[src/logic/serdes_pkg.sv]
// Shared constants of the word serializer, deserializer and comma aligner
package serdes_pkg;
  localparam int        WORD_BITS       = 10;
  localparam int        FIFO_DEPTH      = 8;
  // Comma word with the first arrived bit in bit 0
  localparam logic [9:0] COMMA_WORD     = 10'h17C;
  localparam logic [9:0] IDLE_WORD      = 10'h000;
  localparam logic [3:0] BIT_LAST       = 4'h9;
  localparam logic [3:0] REF_PHASE_LAST = 4'h9;
  localparam logic [4:0] BYTE_LAST      = 5'h13;
  localparam logic [4:0] BYTE_HALF_LAST = 5'h09;
  localparam logic [4:0] BYTE_HALF      = 5'h0A;
  localparam logic [4:0] PULSE_END      = 5'h05;
  // Pin synchroniser lanes
  localparam int        LANE_SERIAL     = 0;
  localparam int        LANE_ALIGN      = 1;
  localparam int        LANE_LOCK_N     = 2;
  localparam int        LANE_LOOP       = 3;
  localparam logic [3:0] SYNC_RESET     = 4'h4;
endpackage : serdes_pkg

[src/logic/tx_word_fifo.sv]
// Parameterised word FIFO with valid and ready on both sides
`timescale 1ns/1ps
module tx_word_fifo #(
  parameter int WIDTH = 10,
  parameter int DEPTH = 8
) (
  input  wire logic             clk,
  input  wire logic             resetn,
  input  wire logic [WIDTH-1:0] inData,
  input  wire logic             inValid,
  output logic                  inReady,
  output logic      [WIDTH-1:0] outData,
  output logic                  outValid,
  input  wire logic             outReady
);
  localparam int PTR_W = $clog2(DEPTH);
  localparam int CNT_W = PTR_W + 1;

  if (DEPTH < 2 || (DEPTH & (DEPTH - 1)) != 0) begin : g_bad_depth
    $error("tx_word_fifo: DEPTH must be a power of two of at least 2");
  end
  if (WIDTH < 1) begin : g_bad_width
    $error("tx_word_fifo: WIDTH must be at least 1");
  end

  typedef struct packed {
    logic [DEPTH-1:0][WIDTH-1:0] mem;
    logic [PTR_W-1:0]            wrPtr;
    logic [PTR_W-1:0]            rdPtr;
    logic [CNT_W-1:0]            count;
    logic                        full;
    logic                        empty;
  } fifo_state_type;

  localparam fifo_state_type FIFO_RESET = '{
    mem: '0, wrPtr: '0, rdPtr: '0, count: '0, full: 1'b0, empty: 1'b1};

  fifo_state_type state;
  fifo_state_type next_state;
  logic           push;
  logic           pop;

  always_comb begin
    next_state = state;
    push = inValid && !state.full;
    pop  = outReady && !state.empty;
    if (push) begin
      next_state.mem[state.wrPtr] = inData;
      next_state.wrPtr = state.wrPtr + 1'b1;
    end
    if (pop) begin
      next_state.rdPtr = state.rdPtr + 1'b1;
    end
    if (push && !pop) begin
      next_state.count = state.count + 1'b1;
    end else if (pop && !push) begin
      next_state.count = state.count - 1'b1;
    end
    // Flags registered so the ready seen outside is a flop
    next_state.full  = next_state.count == CNT_W'(DEPTH);
    next_state.empty = next_state.count == '0;
  end

  always_ff @(posedge clk or negedge resetn) begin
    if (!resetn) begin
      state <= FIFO_RESET;
    end else begin
      state <= next_state;
    end
  end

  assign inReady  = !state.full;
  assign outValid = !state.empty;
  assign outData  = state.mem[state.rdPtr];
endmodule : tx_word_fifo

[src/logic/gigabit_serdes_comma_align.sv]
// Bit-rate model of the word serializer, deserializer and comma aligner
`timescale 1ns/1ps
// Behaviour
// - Capture transmit word on reference edge
// - Bit rate is ten times reference
// - Transmit bit 0 first, bit 9 last
// - Last bit leaves about nine bit-times after load
// - Retime received bits on recovered bit clock
// - Two byte clocks, word rate halved, antiphase
// - Byte 0 valid on second clock rise
// - Received bit 0 arrived first
// - Comma pulse lasts half reference period
// - Comma pulse coincides with byte 0
// - Comma pulse only while alignment enabled
// - Search comma and realign word boundary
// - Alignment disabled: no realign, unframed words
// - Lock-to-reference phases receiver to reference
// - Receiver locks to data without preset
// - Loopback routes serial internally, output static
// - Byte clocks only stretched during realign
// - First clock bytes 1,3; second 0,2
module gigabit_serdes_comma_align #(
  parameter int FIFO_WORDS = serdes_pkg::FIFO_DEPTH
) (
  input  wire logic       clk,
  input  wire logic       resetn,
  input  wire logic [9:0] txWordIn,
  input  wire logic       txWordValid,
  output logic            txWordReady,
  output logic            serialOut,
  input  wire logic       serialIn,
  input  wire logic       alignEnable,
  input  wire logic       refLockN,
  input  wire logic       loopbackEnable,
  output logic      [9:0] rxWordOut,
  output logic            rxByteClockA,
  output logic            rxByteClockB,
  output logic            commaDetect
);
  if (FIFO_WORDS < 2) begin : g_bad_fifo
    $error("gigabit_serdes_comma_align: FIFO_WORDS must be at least 2");
  end

  typedef struct packed {
    logic [3:0] syncFirst;
    logic [3:0] syncSecond;
    logic [3:0] refPhase;
    logic [9:0] txShift;
    logic       serialOut;
    logic [9:0] rxHist;
    logic [3:0] bitCount;
    logic [4:0] byteCount;
    logic [3:0] stall;
    logic [9:0] holdWord;
    logic       pendingComma;
    logic [9:0] rxWordOut;
    logic       byteClockA;
    logic       byteClockB;
    logic       commaDetect;
  } serdes_state_type;

  localparam serdes_state_type SERDES_RESET = '{
    syncFirst: serdes_pkg::SYNC_RESET, syncSecond: serdes_pkg::SYNC_RESET,
    refPhase: 4'h0, txShift: serdes_pkg::IDLE_WORD, serialOut: 1'b0,
    rxHist: 10'h000, bitCount: 4'h0, byteCount: 5'h00, stall: 4'h0,
    holdWord: 10'h000, pendingComma: 1'b0, rxWordOut: 10'h000,
    byteClockA: 1'b0, byteClockB: 1'b1, commaDetect: 1'b0};

  serdes_state_type state;
  serdes_state_type next_state;
  logic             refTick;
  logic             fifoPop;
  logic             fifoOutValid;
  logic       [9:0] fifoOutData;
  logic             fifoInReady;
  logic             rxBit;
  logic       [9:0] newHist;
  logic             wordDone;
  logic             commaSeen;
  logic             advance;
  logic       [3:0] slip;
  logic             serialLine;
  logic             alignLine;
  logic             lockLineN;
  logic             loopLine;

  // Cycles to hold the byte counter so the comma lands on byte 0
  function automatic logic [3:0] slipFor(input logic [4:0] c);
    logic [4:0] s;
    s = 5'h00;
    if (c < serdes_pkg::BYTE_HALF_LAST) begin
      s = c + 5'h01;
    end else if (c < serdes_pkg::BYTE_LAST) begin
      s = c - serdes_pkg::BYTE_HALF_LAST;
    end
    return s[3:0];
  endfunction : slipFor

  // Byte counter values at which a byte clock is about to rise
  function automatic logic isRiseNext(input logic [4:0] c);
    return c == serdes_pkg::BYTE_LAST || c == serdes_pkg::BYTE_HALF_LAST;
  endfunction : isRiseNext

  // words accepted only on the reference tick
  tx_word_fifo #(
    .WIDTH (serdes_pkg::WORD_BITS),
    .DEPTH (FIFO_WORDS)
  ) u_fifo (
    .clk      (clk),
    .resetn   (resetn),
    .inData   (txWordIn),
    .inValid  (txWordValid && refTick),
    .inReady  (fifoInReady),
    .outData  (fifoOutData),
    .outValid (fifoOutValid),
    .outReady (fifoPop)
  );

  assign serialLine = state.syncSecond[serdes_pkg::LANE_SERIAL];
  assign alignLine  = state.syncSecond[serdes_pkg::LANE_ALIGN];
  assign lockLineN  = state.syncSecond[serdes_pkg::LANE_LOCK_N];
  assign loopLine   = state.syncSecond[serdes_pkg::LANE_LOOP];

  always_comb begin
    next_state = state;
    next_state.syncFirst  = {loopbackEnable, refLockN, alignEnable, serialIn};
    next_state.syncSecond = state.syncFirst;

    // reference tick every ten bit times
    refTick = state.refPhase == serdes_pkg::REF_PHASE_LAST;
    next_state.refPhase = refTick ? 4'h0 : state.refPhase + 4'h1;

    // bit 9 leaves nine bit times after load
    // load at word boundary, then shift out low bit first
    fifoPop = 1'b0;
    if (refTick) begin
      // Transmitter idles while the PLL is held in preset
      if (fifoOutValid && lockLineN) begin
        next_state.txShift = fifoOutData;
        fifoPop = 1'b1;
      end else begin
        next_state.txShift = serdes_pkg::IDLE_WORD;
      end
    end else begin
      next_state.txShift = {1'b0, state.txShift[9:1]};
    end

    // loopback holds the line low and feeds the receiver
    next_state.serialOut = loopLine ? 1'b0 : state.txShift[0];
    rxBit = loopLine ? state.txShift[0] : serialLine;

    // retimed bit enters history, oldest bit lands in bit 0
    newHist = {rxBit, state.rxHist[9:1]};
    next_state.rxHist = newHist;
    wordDone = state.bitCount == serdes_pkg::BIT_LAST;
    // with alignment enabled, every bit time tests the latest ten bits
    commaSeen = alignLine && newHist == serdes_pkg::COMMA_WORD;

    // framing runs from data alone, no preset
    // free-running framing when no comma moves it
    next_state.bitCount = wordDone ? 4'h0 : state.bitCount + 4'h1;
    // Word after a misaligned comma is dropped while it waits
    if (wordDone && !state.pendingComma) begin
      next_state.holdWord = newHist;
    end
    if (commaSeen) begin
      next_state.holdWord = newHist;
      next_state.pendingComma = 1'b1;
      next_state.bitCount = 4'h0;
    end
    // preset framing follows the reference phase
    if (!lockLineN) begin
      next_state.bitCount = next_state.refPhase;
    end
    // pending comma forgotten once alignment is off
    if (!alignLine) begin
      next_state.pendingComma = 1'b0;
    end

    // realignment holds the counter, never skips ahead
    advance = 1'b1;
    slip = slipFor(state.byteCount);
    if (commaSeen) begin
      if (slip != 4'h0) begin
        advance = 1'b0;
        next_state.stall = slip - 4'h1;
      end else begin
        next_state.stall = 4'h0;
      end
    end else if (state.stall != 4'h0) begin
      advance = 1'b0;
      next_state.stall = state.stall - 4'h1;
    end

    if (advance) begin
      next_state.byteCount = (state.byteCount == serdes_pkg::BYTE_LAST) ?
                             5'h00 : state.byteCount + 5'h01;
      // word changes as either byte clock rises
      if (isRiseNext(state.byteCount)) begin
        next_state.rxWordOut = next_state.holdWord;
      end
      // comma word presented on the second clock's rise
      if (state.byteCount == serdes_pkg::BYTE_LAST &&
          next_state.pendingComma) begin
        next_state.commaDetect = 1'b1;
        next_state.pendingComma = 1'b0;
      end
      // pulse ends after half a reference period
      if (next_state.byteCount == serdes_pkg::PULSE_END) begin
        next_state.commaDetect = 1'b0;
      end
    end

    // antiphase byte clocks from one counter
    next_state.byteClockB = next_state.byteCount < serdes_pkg::BYTE_HALF;
    next_state.byteClockA = !next_state.byteClockB;
  end

  always_ff @(posedge clk or negedge resetn) begin
    if (!resetn) begin
      state <= SERDES_RESET;
    end else begin
      state <= next_state;
    end
  end

  assign txWordReady  = fifoInReady;
  assign serialOut    = state.serialOut;
  assign rxWordOut    = state.rxWordOut;
  assign rxByteClockA = state.byteClockA;
  assign rxByteClockB = state.byteClockB;
  assign commaDetect  = state.commaDetect;
endmodule : gigabit_serdes_comma_align

[config.mk]
export PLATFORM = sky130hd
export DESIGN_NAME = gigabit_serdes_comma_align
export DESIGN_NICKNAME = d
export VERILOG_FILES = /design/src/logic/serdes_pkg.sv /design/src/logic/tx_word_fifo.sv /design/src/logic/gigabit_serdes_comma_align.sv
export SDC_FILE = /design/constraint.sdc
export NUM_CORES = 1
export LEC_CHECK = 0
export BUFFER_PORTS_ARGS = -buffer_cell sky130_fd_sc_hd__buf_4
export CAP_MARGIN = 15
export CORE_MARGIN = 5
export CORE_UTILIZATION = 29
export DETAILED_ROUTE_END_ITERATION = 6
export GPL_TIMING_DRIVEN = 0
export HOLD_SLACK_MARGIN = 0.08
export PLACE_DENSITY_LB_ADDON = 0.12
export SKIP_CTS_REPAIR_TIMING = 1
export SYNTH_ARGS = -nofsm -noshare
export SYNTH_HDL_FRONTEND = slang
export SYNTH_HIERARCHICAL = 1
export SYNTH_SLANG_ARGS = --single-unit
[constraint.sdc]
create_clock -name clk -period 8.1 [get_ports clk]
set_input_delay 0.405 -clock clk [delete_from_list [all_inputs] [get_ports clk]]
set_output_delay 0.405 -clock clk [all_outputs]
set_load 0.01 [all_outputs]
## Yosys cells after proc, flatten, opt, wreduce, memory -nomap -nowiden

Cells that the tools add are included.

| word-level totals | value |
|---|---|
| output and inout port bits | 15 |
| input port bits | 17 |
| logic and storage cells | 110 |
| register bits | 162 |

| operators by class | value |
|---|---|
| muxes and demuxes | 35 |
| $add $sub $neg | 10 |
| eq/ne operators | 7 |
| magnitude comparators | 6 |
| reductions and logical operators | 24 |

Operators by type and width:

| operator | count |
|---|---|
| $bwmux 80 | 1 |
| $mux 10 | 6 |
| $mux 4 | 11 |
| $bmux 10 s3 | 1 |
| $demux 10 s3 | 1 |
| $mux 11 | 2 |
| $add 4x1->4 const B | 3 |
| $eq 4x4->1 const B | 3 |
| $sub 4x1->4 const B | 3 |
| $mux 1 | 11 |
| $eq 10x9->1 const B | 1 |
| $logic_and 1x1->1 | 10 |
| $lt 5x4->1 const B | 2 |
| $mux 5 | 2 |
| $lt 3x4->1 const B | 2 |
| $reduce_bool 4->1 | 2 |
| $add 3x1->3 const B | 2 |
| $logic_not 1->1 | 6 |
| $add 5x1->5 const B | 1 |
| $eq 5x3->1 const B | 1 |
| $eq 5x4->1 const B | 1 |
| $eq 5x5->1 const B | 1 |
| $lt 5x5->1 const B | 1 |
| $logic_not 4->1 | 1 |
| other kinds (5) | 7 |

## Longest topological paths before layout

Gate-level depths: netlist of the first run.

| depth | value |
|---|---|
| word-level depth | 9 |
| mapped depth | 10 |
| depth with buffers taken out | 8 |

## Modules after synthesis

Netlist of the first run, hierarchy kept.

Modules (own cells, without submodules):

| module | seq. area each (sq um) | instances | area each (sq um) | cells an instance |
|---|---|---|---|---|
| tx_word_fifo | 2,303.5 | 1 | 4,281.6 | 278 |
| gigabit_serdes_comma_align | 1,730.4 | 1 | 3,183.1 | 283 |

## Least setup slack after synthesis of the first run

OpenSTA, ideal clock, no wires.

| timing | value |
|---|---|
| path type | reg2reg |
| start | register state[29] (netlist name) |
| end | register state (netlist bit commaDetect) |
| data required time | 7.978 ns |
| path buffers | 1 |
| setup time | 0.122 ns |
| clock period less this slack | 2.609 ns |
| path slack | 5.491 ns |
| arrival time | 2.488 ns |
| cell stages (with the launch flop) | 10 |
| path through | dfrtp_1 buf_2 inv_1 ha_1 inv_2 a31o_2 a211oi_2 a41oi_2 or4b_1 a32o_1 |

RTL lines:

| element | line | text |
|---|---|---|
| end signal: assignment | gigabit_serdes_comma_align.sv:223 | `state <= next_state;` |
| end: declaration | gigabit_serdes_comma_align.sv:69 | `serdes_state_type state;` |

==> impl_metrics.json, run 1 <==
{
  "grt_max_degree": 119,
  "routedWlPerCell_um": 17.4,
  "clk_latency_ps": 420,
  "hold_viol": 0,
  "async_flop_share_pct": 100,
  "worstPathCellList": "buf_2 > inv_1 > ha_1 > inv_2 > a31o_2 > a211oi_2 > a41oi_2 > nor2_2 > mux2_2",
  "dieArea_um2": 29000,
  "routed_wl_um": 16700,
  "port_buffers": 31,
  "grt_usage_pct": 11.9,
  "clockBufferDepth": 2,
  "tns_ps": 0,
  "coreArea_um2": 25300,
  "slowest_stage": "nor2_2",
  "synth.distinct_cells": 68,
  "fin_crit_sh_pct": 37.2,
  "synth_top_family_by_area": "multiplexers",
  "num_vias": 4632,
  "cts.sinks": 161,
  "synth_fp_nets": 589,
  "synthFlopType": "dfrtp_1",
  "ir_drop_uv": 128,
  "clk_pin_slew_ps": 70,
  "outcome": "finished, final reports clean",
  "initial_core_util_pct": 29.6,
  "worstSetupStartpointType": "flip-flop",
  "diodes": 0,
  "antenna_found_initial": 0,
  "max_cap_violations": 0,
  "max_stage_delay_ps": 450,
  "dpl_cell_area_um2": 8150,
  "cp_max_fo": 10,
  "worstSetupPathType": "reg -> reg",
  "avgSynthCellArea_um2": 13.3,
  "grt_pass1_vias": 4784,
  "hold_ws_ps": 271,
  "syn_area_um2": 7460,
  "max_freq_mhz": 332,
  "critPathArrivalTime_ps": 3320,
  "final_cells": 960,
  "drive_above_1_share_pct": 38.4,
  "skew_ps": 7.55,
  "fillers": 2479,
  "rsz0062_at_grt": "false",
  "drc": 0,
  "h-tree-depth": 4,
  "drt_iter0_markers": 280,
  "synth.area.mux_share_pct": 22.8,
  "cp_top_family": "compound AO/OA/AOI/OAI gates",
  "dp_hpwl_um": 10900,
  "synth_xor_area_share_pct": 1.41,
  "avgViaCountPerCell": 4.83,
  "cp.required_ps": 8410,
  "p_leak_nw": 3.97,
  "drt_pass1_iterations": 4,
  "worst_setup_path_end_kind": "flip-flop",
  "area_delta_synth_final_pct": 17.7,
  "gp_congestion": 0.769,
  "yosys.area_share.adder_pct": 1.84,
  "clk_root_buffer_cell": "clkbuf_16",
  "die_h_um": 170,
  "tightest_slew_ps": 1060,
  "cts_tree": "yes",
  "timing.final.crit_period_ps": 3010,
  "synth_seq_area_share_pct": 54.0,
  "pwr_density_cell_nw_per_um2": 323,
  "grt_first_pass_wirelength_um": 26800,
  "fin_area_um2": 8790,
  "crit_buf_inv": 3,
  "synth_enable_flop_cells": 0,
  "nNetsFinal": 645,
  "slew_headroom_pct": 28.9,
  "power.total_w": 0.00284,
  "hold_class": "in -> reg",
  "numCtsBuffers": 17,
  "rows": 58,
  "die_x_um": 170,
  "setup_viol": 0,
  "yosys.area_share.simple_pct": 8.75,
  "yosysWarnings": 6,
  "detail-route-antenna-nets": 0,
  "netlist_instances": 561,
  "placed_cells": 923,
  "maxSlewViolCount": 0,
  "synth_compound_area_share_pct": 7.11,
  "io_pins": 32,
  "grt_overflow": 0,
  "ys_ff_latch": 161
}
==> through the flow <==
step	util, %	worst slack, ps
after floorplan	-	5490
after global placement	32.1	5090
after detailed placement	32.3	5080
after CTS	34.6	5050
after global routing	34.8	4870
final	34.8	5090
==> cells by family after synthesis <==
group / after synthesis
flip-flops: 161
multiplexers: 131
AND/OR/NAND/NOR: 114
AO/OA/AOI/OAI: 74
buffers and inverters: 58
XOR/XNOR: 12
adder cells (fa/ha/maj): 11
==> power by group <==
group          switching [W]  internal (W)  leakage [nW]
clock               0.000379      0.000413         0.281
sequential         0.0000979      0.000952          2.09
combinational       0.000527      0.000474          1.59
==> worst reg2reg max path: stages, from the launching register on <==
cell and delay [ps]:
dfrtp_1 340, buf_2 210, inv_1 130, ha_1 390, inv_2 100, a31o_2 260
a211oi_2 390, a41oi_2 240, nor2_2 450, mux2_2 390
==> flip-flops by register name, indices dropped and copies added, names as in the netlist <==
register      cells
serialLine        1
lockLineN         1
u_fifo/state     92
serialOut         1
rxWordOut        10
alignLine         1
next_state        4
state            38
commaDetect       1
newHist           9
rxByteClockB      1
loopLine          1
rxByteClockA      1
==> placed cells by master (no fill, tap or decap), types with 4 or more instances in the layout <==
cell	count
xnor2_1	11
a22o_1	11
dfstp_2	4
o211ai_1	4
nand3_1	10
nand2_1	26
mux2_2	106
buf_2	10
nor2_1	20
clkinv_8	4
o22ai_1	4
a21oi_1	17
nand3b_1	6
nor2b_1	7
clkbuf_1	8
nor3_1	8
dlygate4sd3_1	5
nand2b_1	7
o21ai_0	11
mux4_2	20
ha_1	11
inv_1	21
clkbuf_16	17
buf_4	44
dfrtp_1	157
==> metal layers <==
| metal | global-route usage, % | wire (um) |
|---|---|---|
| met3 | 2.95 | 447 |
| met4 | 2.85 | 154 |
| met1 | 15.7 | 7850 |
| met5 | 0 | 0 |
| met2 | 19.9 | 8210 |
==> path summary, 6_finish.rpt <==
| path | cells past startpoint | slack [ps] | startpoint | to |
|---|---|---|---|---|
| max in group asynchronous | 3 | 6720 | resetn | u_fifo/state[50]$_DFFE_PN0P_ |
| min in group asynchronous | 2 | 470 | resetn | state[31]$_DFF_PN0_ |
| min reg2reg | 0 | 360 | next_state[63]$_DFF_PN0_ | alignLine$_DFF_PN0_ |
| max reg2reg | 9 | 5090 | state[29]$_DFF_PN0_ | rxWordOut[5]$_DFFE_PN0P_ |
| max | 9 | 5090 | state[29]$_DFF_PN0_ | rxWordOut[5]$_DFFE_PN0P_ |
| min | 2 | 270 | txWordIn[9] | u_fifo/state[41]$_DFFE_PN0P_ |
==> cells in the mapped netlist, types with 11 or more instances <==
master | number | share of area, %
mux4_2 | 20 | 6.0
nand2_1 | 26 | 1.3
dfrtp_1 | 157 | 53
o21ai_0 | 11 | 0.74
ha_1 | 11 | 1.8
inv_1 | 21 | 1.1
mux2_2 | 106 | 16
a21oi_1 | 17 | 1.1
xnor2_1 | 11 | 1.3
buf_4 | 14 | 1.4
a22o_1 | 11 | 1.3
nor2_1 | 20 | 1.0
==> cell type report <==
class	instances	area (um2)	area share, %
Clock inverter	15	166	1.89
Clock buffer	17	425	4.84
Buffer	36	216	2.46
Tap cell	330	413	4.70
Multi-Input combinational cell	342	3130	35.6
Timing Repair Buffer	37	318	3.62
Sequential cell	161	4030	45.9
Inverter	22	82.6	0.940
Power figures use the tool's default switching activity.
==> run 2: changes to the inputs <==
- clock period: 8.1 -> 2.9 ns (I/O delays scaled with it)
==> run 2 against run 1 <==
  * Register-to-register slack got worse by 5000 ps
  * Non-clock buffer count rose by 11
  * Cell count rose by 1.1%
==> impl_metrics.json, run 2 (same netlist as run 1, synthesis figures left out) <==
{
  "outcome": "finished, final reports clean",
  "cts_tree": "yes",
  "drive_above_1_share_pct": 38.5,
  "internal-power_w": 0.00521,
  "h-tree-depth": 4,
  "fillers": 2468,
  "grt_max_degree": 119,
  "die_h_um": 170,
  "rows": 58,
  "p_seq_share_pct": 36.3,
  "power.total_w": 0.00808,
  "p_switching_w": 0.00287,
  "slew_headroom_pct": 41.3,
  "tightest_slew_ps": 880,
  "port_buffers": 31,
  "io_pins": 32,
  "coreArea_um2": 25300,
  "post-place-ws_ps": -117,
  "skew_ps": 7.79,
  "max_cap_violations": 0,
  "timing.final.crit_period_ps": 2790,
  "clk_root_buffer_cell": "clkbuf_16",
  "cts.sinks": 161,
  "grt_pass1_vias": 4784,
  "hold_ws_ps": 217,
  "worst_setup_path_end_kind": "flip-flop",
  "dp_hpwl_um": 10900,
  "initial_core_util_pct": 29.6,
  "routed_wl_um": 16900,
  "final_common_cell": "dfrtp_1",
  "final_cells": 971,
  "area_delta_synth_final_pct": 20.0,
  "antenna_found_initial": 0,
  "grt_first_pass_wirelength_um": 26800,
  "fin_util_pct": 35.5,
  "final_cell_mix": "dfrtp_1 (157), mux2_2 (106), buf_4 (46), nand2_1 (26), inv_1 (21)",
  "largest_reg_flops": 92,
  "dieArea_um2": 29000,
  "drc": 0,
  "fin_crit_sh_pct": 96.3,
  "die_x_um": 170,
  "drt_iter0_markers": 302,
  "diodes": 0,
  "grt_usage_pct": 11.9,
  "worstSetupPathType": "reg -> reg",
  "numCtsBuffers": 17,
  "cp_max_fo": 10,
  "setup_viol": 0,
  "hold_class": "in -> async",
  "detail-route-antenna-nets": 0,
  "clkPwrFrac_pct": 27.4,
  "hold_viol": 0,
  "gp_congestion": 0.769,
  "placed_cells": 923,
  "p_leak_nw": 4.03,
  "reg2reg_slack_ps": 110,
  "cp.required_ps": 3210,
  "drt_pass1_iterations": 4,
  "nNetsFinal": 656,
  "clockBufferDepth": 2,
  "critPathArrivalTime_ps": 3110,
  "top_register": "u_fifo/state",
  "p_comb_share_pct": 36.3,
  "clk_pin_slew_ps": 70,
  "max_freq_mhz": 358,
  "worstSetupStartpointType": "flip-flop",
  "num_vias": 4649,
  "pwr_density_cell_nw_per_um2": 902,
  "ir_drop_uv": 361,
  "grt_overflow": 0,
  "p_sw_share_pct": 35.5,
  "routedWlPerCell_um": 17.4,
  "setup_slack_ps": 106,
  "maxSlewViolCount": 0,
  "rsz0062_at_grt": "false",
  "clk_latency_ps": 420,
  "avgViaCountPerCell": 4.79
}
run 2: path summary, 6_finish.rpt:
check | depth (start not counted) | start | to
setup / recovery | 9 | state[29]$_DFF_PN0_ | commaDetect$_DFFE_PN0P_
hold / removal | 2 | resetn | state[31]$_DFF_PN0_
setup reg to reg | 9 | state[29]$_DFF_PN0_ | commaDetect$_DFFE_PN0P_
hold reg to reg | 0 | next_state[63]$_DFF_PN0_ | alignLine$_DFF_PN0_
max in group asynchronous | 3 | resetn | u_fifo/state[50]$_DFFE_PN0P_
min in group clk | 6 | txWordValid | u_fifo/state[9]$_DFFE_PN0P_
run 2: power groups by stage:
stage | Sequential, W | Clock (W) | Combinational (W)
3_3_place_gp | 0.00295 | 0 | 0.00276
3_5_place_dp | 0.00298 | 0 | 0.00282
5_1_grt | 0.00299 | 0.00238 | 0.00322
6_report | 0.00293 | 0.00221 | 0.00294
2_1_floorplan | 0.00289 | 0 | 0.00209
4_1_cts | 0.00294 | 0.00229 | 0.00284
run 2: metal layers:
metal	global-route usage (%)	routed length [um]	vias to the layer above
li1	-	-	2165
met1	15.7	7970	2420
met2	19.9	8320	50
met3	2.95	450	14
met4	2.85	162	0
met5	0	0	-
run 2: critical path: stages, from the launching register on:
cell and delay (ps):
dfrtp_1 350, buf_4 170, inv_1 130, ha_4 320, inv_2 70, a31o_2 270, a211oi_4 390, a41oi_4 200
or4b_4 580, a32o_1 210
run 2: through the flow:
step | cell area (um2) | TNS [ps]
2_1_floorplan | 7460 | 0
3_3_place_gp | 8110 | -925
3_5_place_dp | 8150 | -891
4_1_cts | 8740 | -1240
5_1_grt | 8960 | 0
6_report | 8960 | 0
run 2: area by class of cell:
| type | count | area, um2 | area share (%) |
|---|---|---|---|
| Multi-Input combinational cell | 342 | 3190 | 35.7 |
| Buffer | 36 | 219 | 2.44 |
| Timing Repair Buffer | 48 | 425 | 4.75 |
| Inverter | 22 | 82.6 | 0.922 |
| Clock buffer | 17 | 425 | 4.75 |
| Clock inverter | 15 | 166 | 1.86 |
| Sequential cell | 161 | 4030 | 45.0 |
| Tap cell | 330 | 413 | 4.61 |
==> run 3: changes to the inputs <==
- SYNTH_HIERARCHICAL: 1 -> not set
==> run 3 against run 2 <==
  * Cell area down 1.3%
  * Cell count decreased by 1.0%
  * Hold slack got worse by 57 ps
  * Via count down 1.4%
  * Register-to-register slack gained 20 ps
  * Clock power decreased by 3%
  * Setup slack better by 20 ps
  * Area after synthesis is 0.89% lower
  * Die area decreased by 0.83%
  * Largest cell class unchanged
==> impl_metrics.json, run 3 <==
{
  "outcome": "finished, final reports clean",
  "reg2reg_from": "state[29]$_DFF_PN0_",
  "slew_headroom_pct": 29.5,
  "synth_fp_nets": 577,
  "synthFlopType": "dfrtp_1",
  "clk_pin_slew_ps": 70,
  "die_x_um": 170,
  "drt_iter0_markers": 254,
  "hold_ws_ps": 160,
  "ir_drop_uv": 321,
  "synth_enable_flop_cells": 0,
  "die_h_um": 170,
  "hold_end": "u_fifo.state[10]$_DFFE_PN0P_",
  "maxSlewViolCount": 0,
  "drt_pass1_iterations": 5,
  "synth.distinct_cells": 66,
  "dp_hpwl_um": 10600,
  "skew_ps": 10.0,
  "cp.required_ps": 3200,
  "ys_ff_latch": 161,
  "cp_max_fo": 10,
  "final_common_cell": "dfrtp_1",
  "p_leak_nw": 4.04,
  "coreArea_um2": 25200,
  "timing.rr.end": "rxWordOut[5]$_DFFE_PN0P_",
  "port_buffers": 31,
  "drive_above_1_share_pct": 36.5,
  "avgSynthCellArea_um2": 13.5,
  "synth_top_area_share_pct": 53.1,
  "routed_wl_um": 16300,
  "io_pins": 32,
  "gp_congestion": 0.815,
  "critPathArrivalTime_ps": 3080,
  "detail-route-antenna-nets": 0,
  "initial_core_util_pct": 29.4,
  "worst_setup_path_end_kind": "flip-flop",
  "syn_area_um2": 7400,
  "synth.most_common_cell": "dfrtp_1",
  "h-tree-depth": 4,
  "synth_seq_area_share_pct": 54.5,
  "grt_max_degree": 103,
  "yosysWarnings": 0,
  "avgViaCountPerCell": 4.77,
  "fin_util_pct": 35.1,
  "synth_area_leaders": "dfrtp_1 (53%), mux2_2 (15%), mux4_2 (6.1%)",
  "worstSetupPathType": "reg -> reg",
  "clk_root_buffer_cell": "clkbuf_16",
  "dieArea_um2": 28800,
  "netlist_instances": 549,
  "hold_class": "in -> reg",
  "max_freq_mhz": 361,
  "num_vias": 4585,
  "drc": 0,
  "tightest_slew_ps": 1050,
  "largest_reg_flops": 92,
  "nNetsFinal": 646,
  "hold_viol": 0,
  "placed_cells": 911,
  "grt_first_pass_wirelength_um": 26900,
  "setup_viol": 0,
  "grt_overflow": 0,
  "grt_pass1_vias": 4882,
  "top_register": "u_fifo.state",
  "yosysTopAreaCell": "dfrtp_1",
  "grt_usage_pct": 11.9,
  "rr_worst_depth": 11,
  "whs_path_depth": 4,
  "numCtsBuffers": 17,
  "clockBufferDepth": 2,
  "pwr_density_cell_nw_per_um2": 901,
  "netlist_top_cells_count": "dfrtp_1 (157), mux2_2 (100), nand2_1 (25)",
  "reg2reg_slack_ps": 130,
  "final_cell_mix": "dfrtp_1 (157), mux2_2 (100), buf_4 (43), nand2_1 (25), nor2_1 (23)",
  "cts.sinks": 161,
  "routedWlPerCell_um": 16.9,
  "final_cells": 961,
  "clk_latency_ps": 420,
  "diodes": 0,
  "max_cap_violations": 0,
  "fin_crit_sh_pct": 95.6,
  "cts_tree": "yes",
  "antenna_found_initial": 0,
  "worstSetupStartpointType": "flip-flop",
  "hp-start": "txWordValid",
  "async_flop_share_pct": 100,
  "timing.final.crit_period_ps": 2770,
  "area_delta_synth_final_pct": 19.6,
  "rows": 58
}
run 3: logic make-up (layout without fill, tap and decap cells):
kind of cell,after synthesis,count (layout),synth area share (%)
simple gates,106,106,8.69
fa+ha+maj,11,11,1.86
mux,138,138,23.8
compound gates,70,70,6.36
buf+inv,51,133,3.33
flops,161,161,54.5
xor+xnor,12,12,1.42
run 3: cell type report:
class                           count  area [um2]
Multi-Input combinational cell    337        3130
Sequential cell                   161        4030
Fill cell                        2477       16300
Inverter                           16        60.1
Clock inverter                     13         123
Tap cell                          330         413
Buffer                             35         186
Timing Repair Buffer               50         449
Clock buffer                       19         453
run 3: worst max-delay path by stage:
| stage | start | end | slack, ps | cells past startpoint |
|---|---|---|---|---|
| global route | state[29]$_DFF_PN0_ | state[32]$_DFF_PN0_ | -4 | 10 |
| CTS | state[29]$_DFF_PN0_ | rxWordOut[5]$_DFFE_PN0P_ | -110 | 9 |
| finish | state[29]$_DFF_PN0_ | rxWordOut[5]$_DFFE_PN0P_ | 130 | 11 |
| detailed placement | state[29]$_DFF_PN0_ | rxWordOut[3]$_DFFE_PN0P_ | -100 | 9 |
| floorplan | state[29]$_DFF_PN0_ | state[13]$_DFF_PN0_ | 410 | 9 |
| global placement | state[29]$_DFF_PN0_ | rxWordOut[4]$_DFFE_PN0P_ | -70 | 9 |
run 3: critical path, stage by stage, from the launching register on:
cell	delay, ps
dfrtp_1	350
buf_2	210
inv_1	150
ha_1	430
nand2b_1	170
a21oi_1	80
a211o_1	340
nor4_4	230
buf_4	190
o21ai_4	70
buf_12	170
mux2_2	270
run 3: report_power, final:
group	internal (W)	switching, W	leakage [nW]	total, W
clock network	0.00117	0.000966	0.273	0.00214
registers	0.00274	0.000281	2.08	0.00302
logic	0.00133	0.00148	1.68	0.00281
total	0.00524	0.00273	4.04	0.00797
run 3: per-layer routing:
layer	up-vias	track usage [%]	part of all wire, %
met2	74	19.7	49
met1	2368	15.8	47
met5	-	0	0
met4	0	3.92	0.97
met3	10	2.40	3.1
li1	2133	-	-
run 3: metrics by stage:
step / worst slack, ps / setup TNS, ps / total power (W) / instance area, um2
3_3_place_gp: -70.5 / -606 / 0.00580 / 8040
5_1_grt: -4.10 / -11.5 / 0.00850 / 8850
4_1_cts: -110 / -890 / 0.00809 / 8650
6_report: 126 / 0 / 0.00797 / 8850
2_1_floorplan: 412 / 0 / 0.00506 / 7400
3_5_place_dp: -95.2 / -772 / 0.00589 / 8080
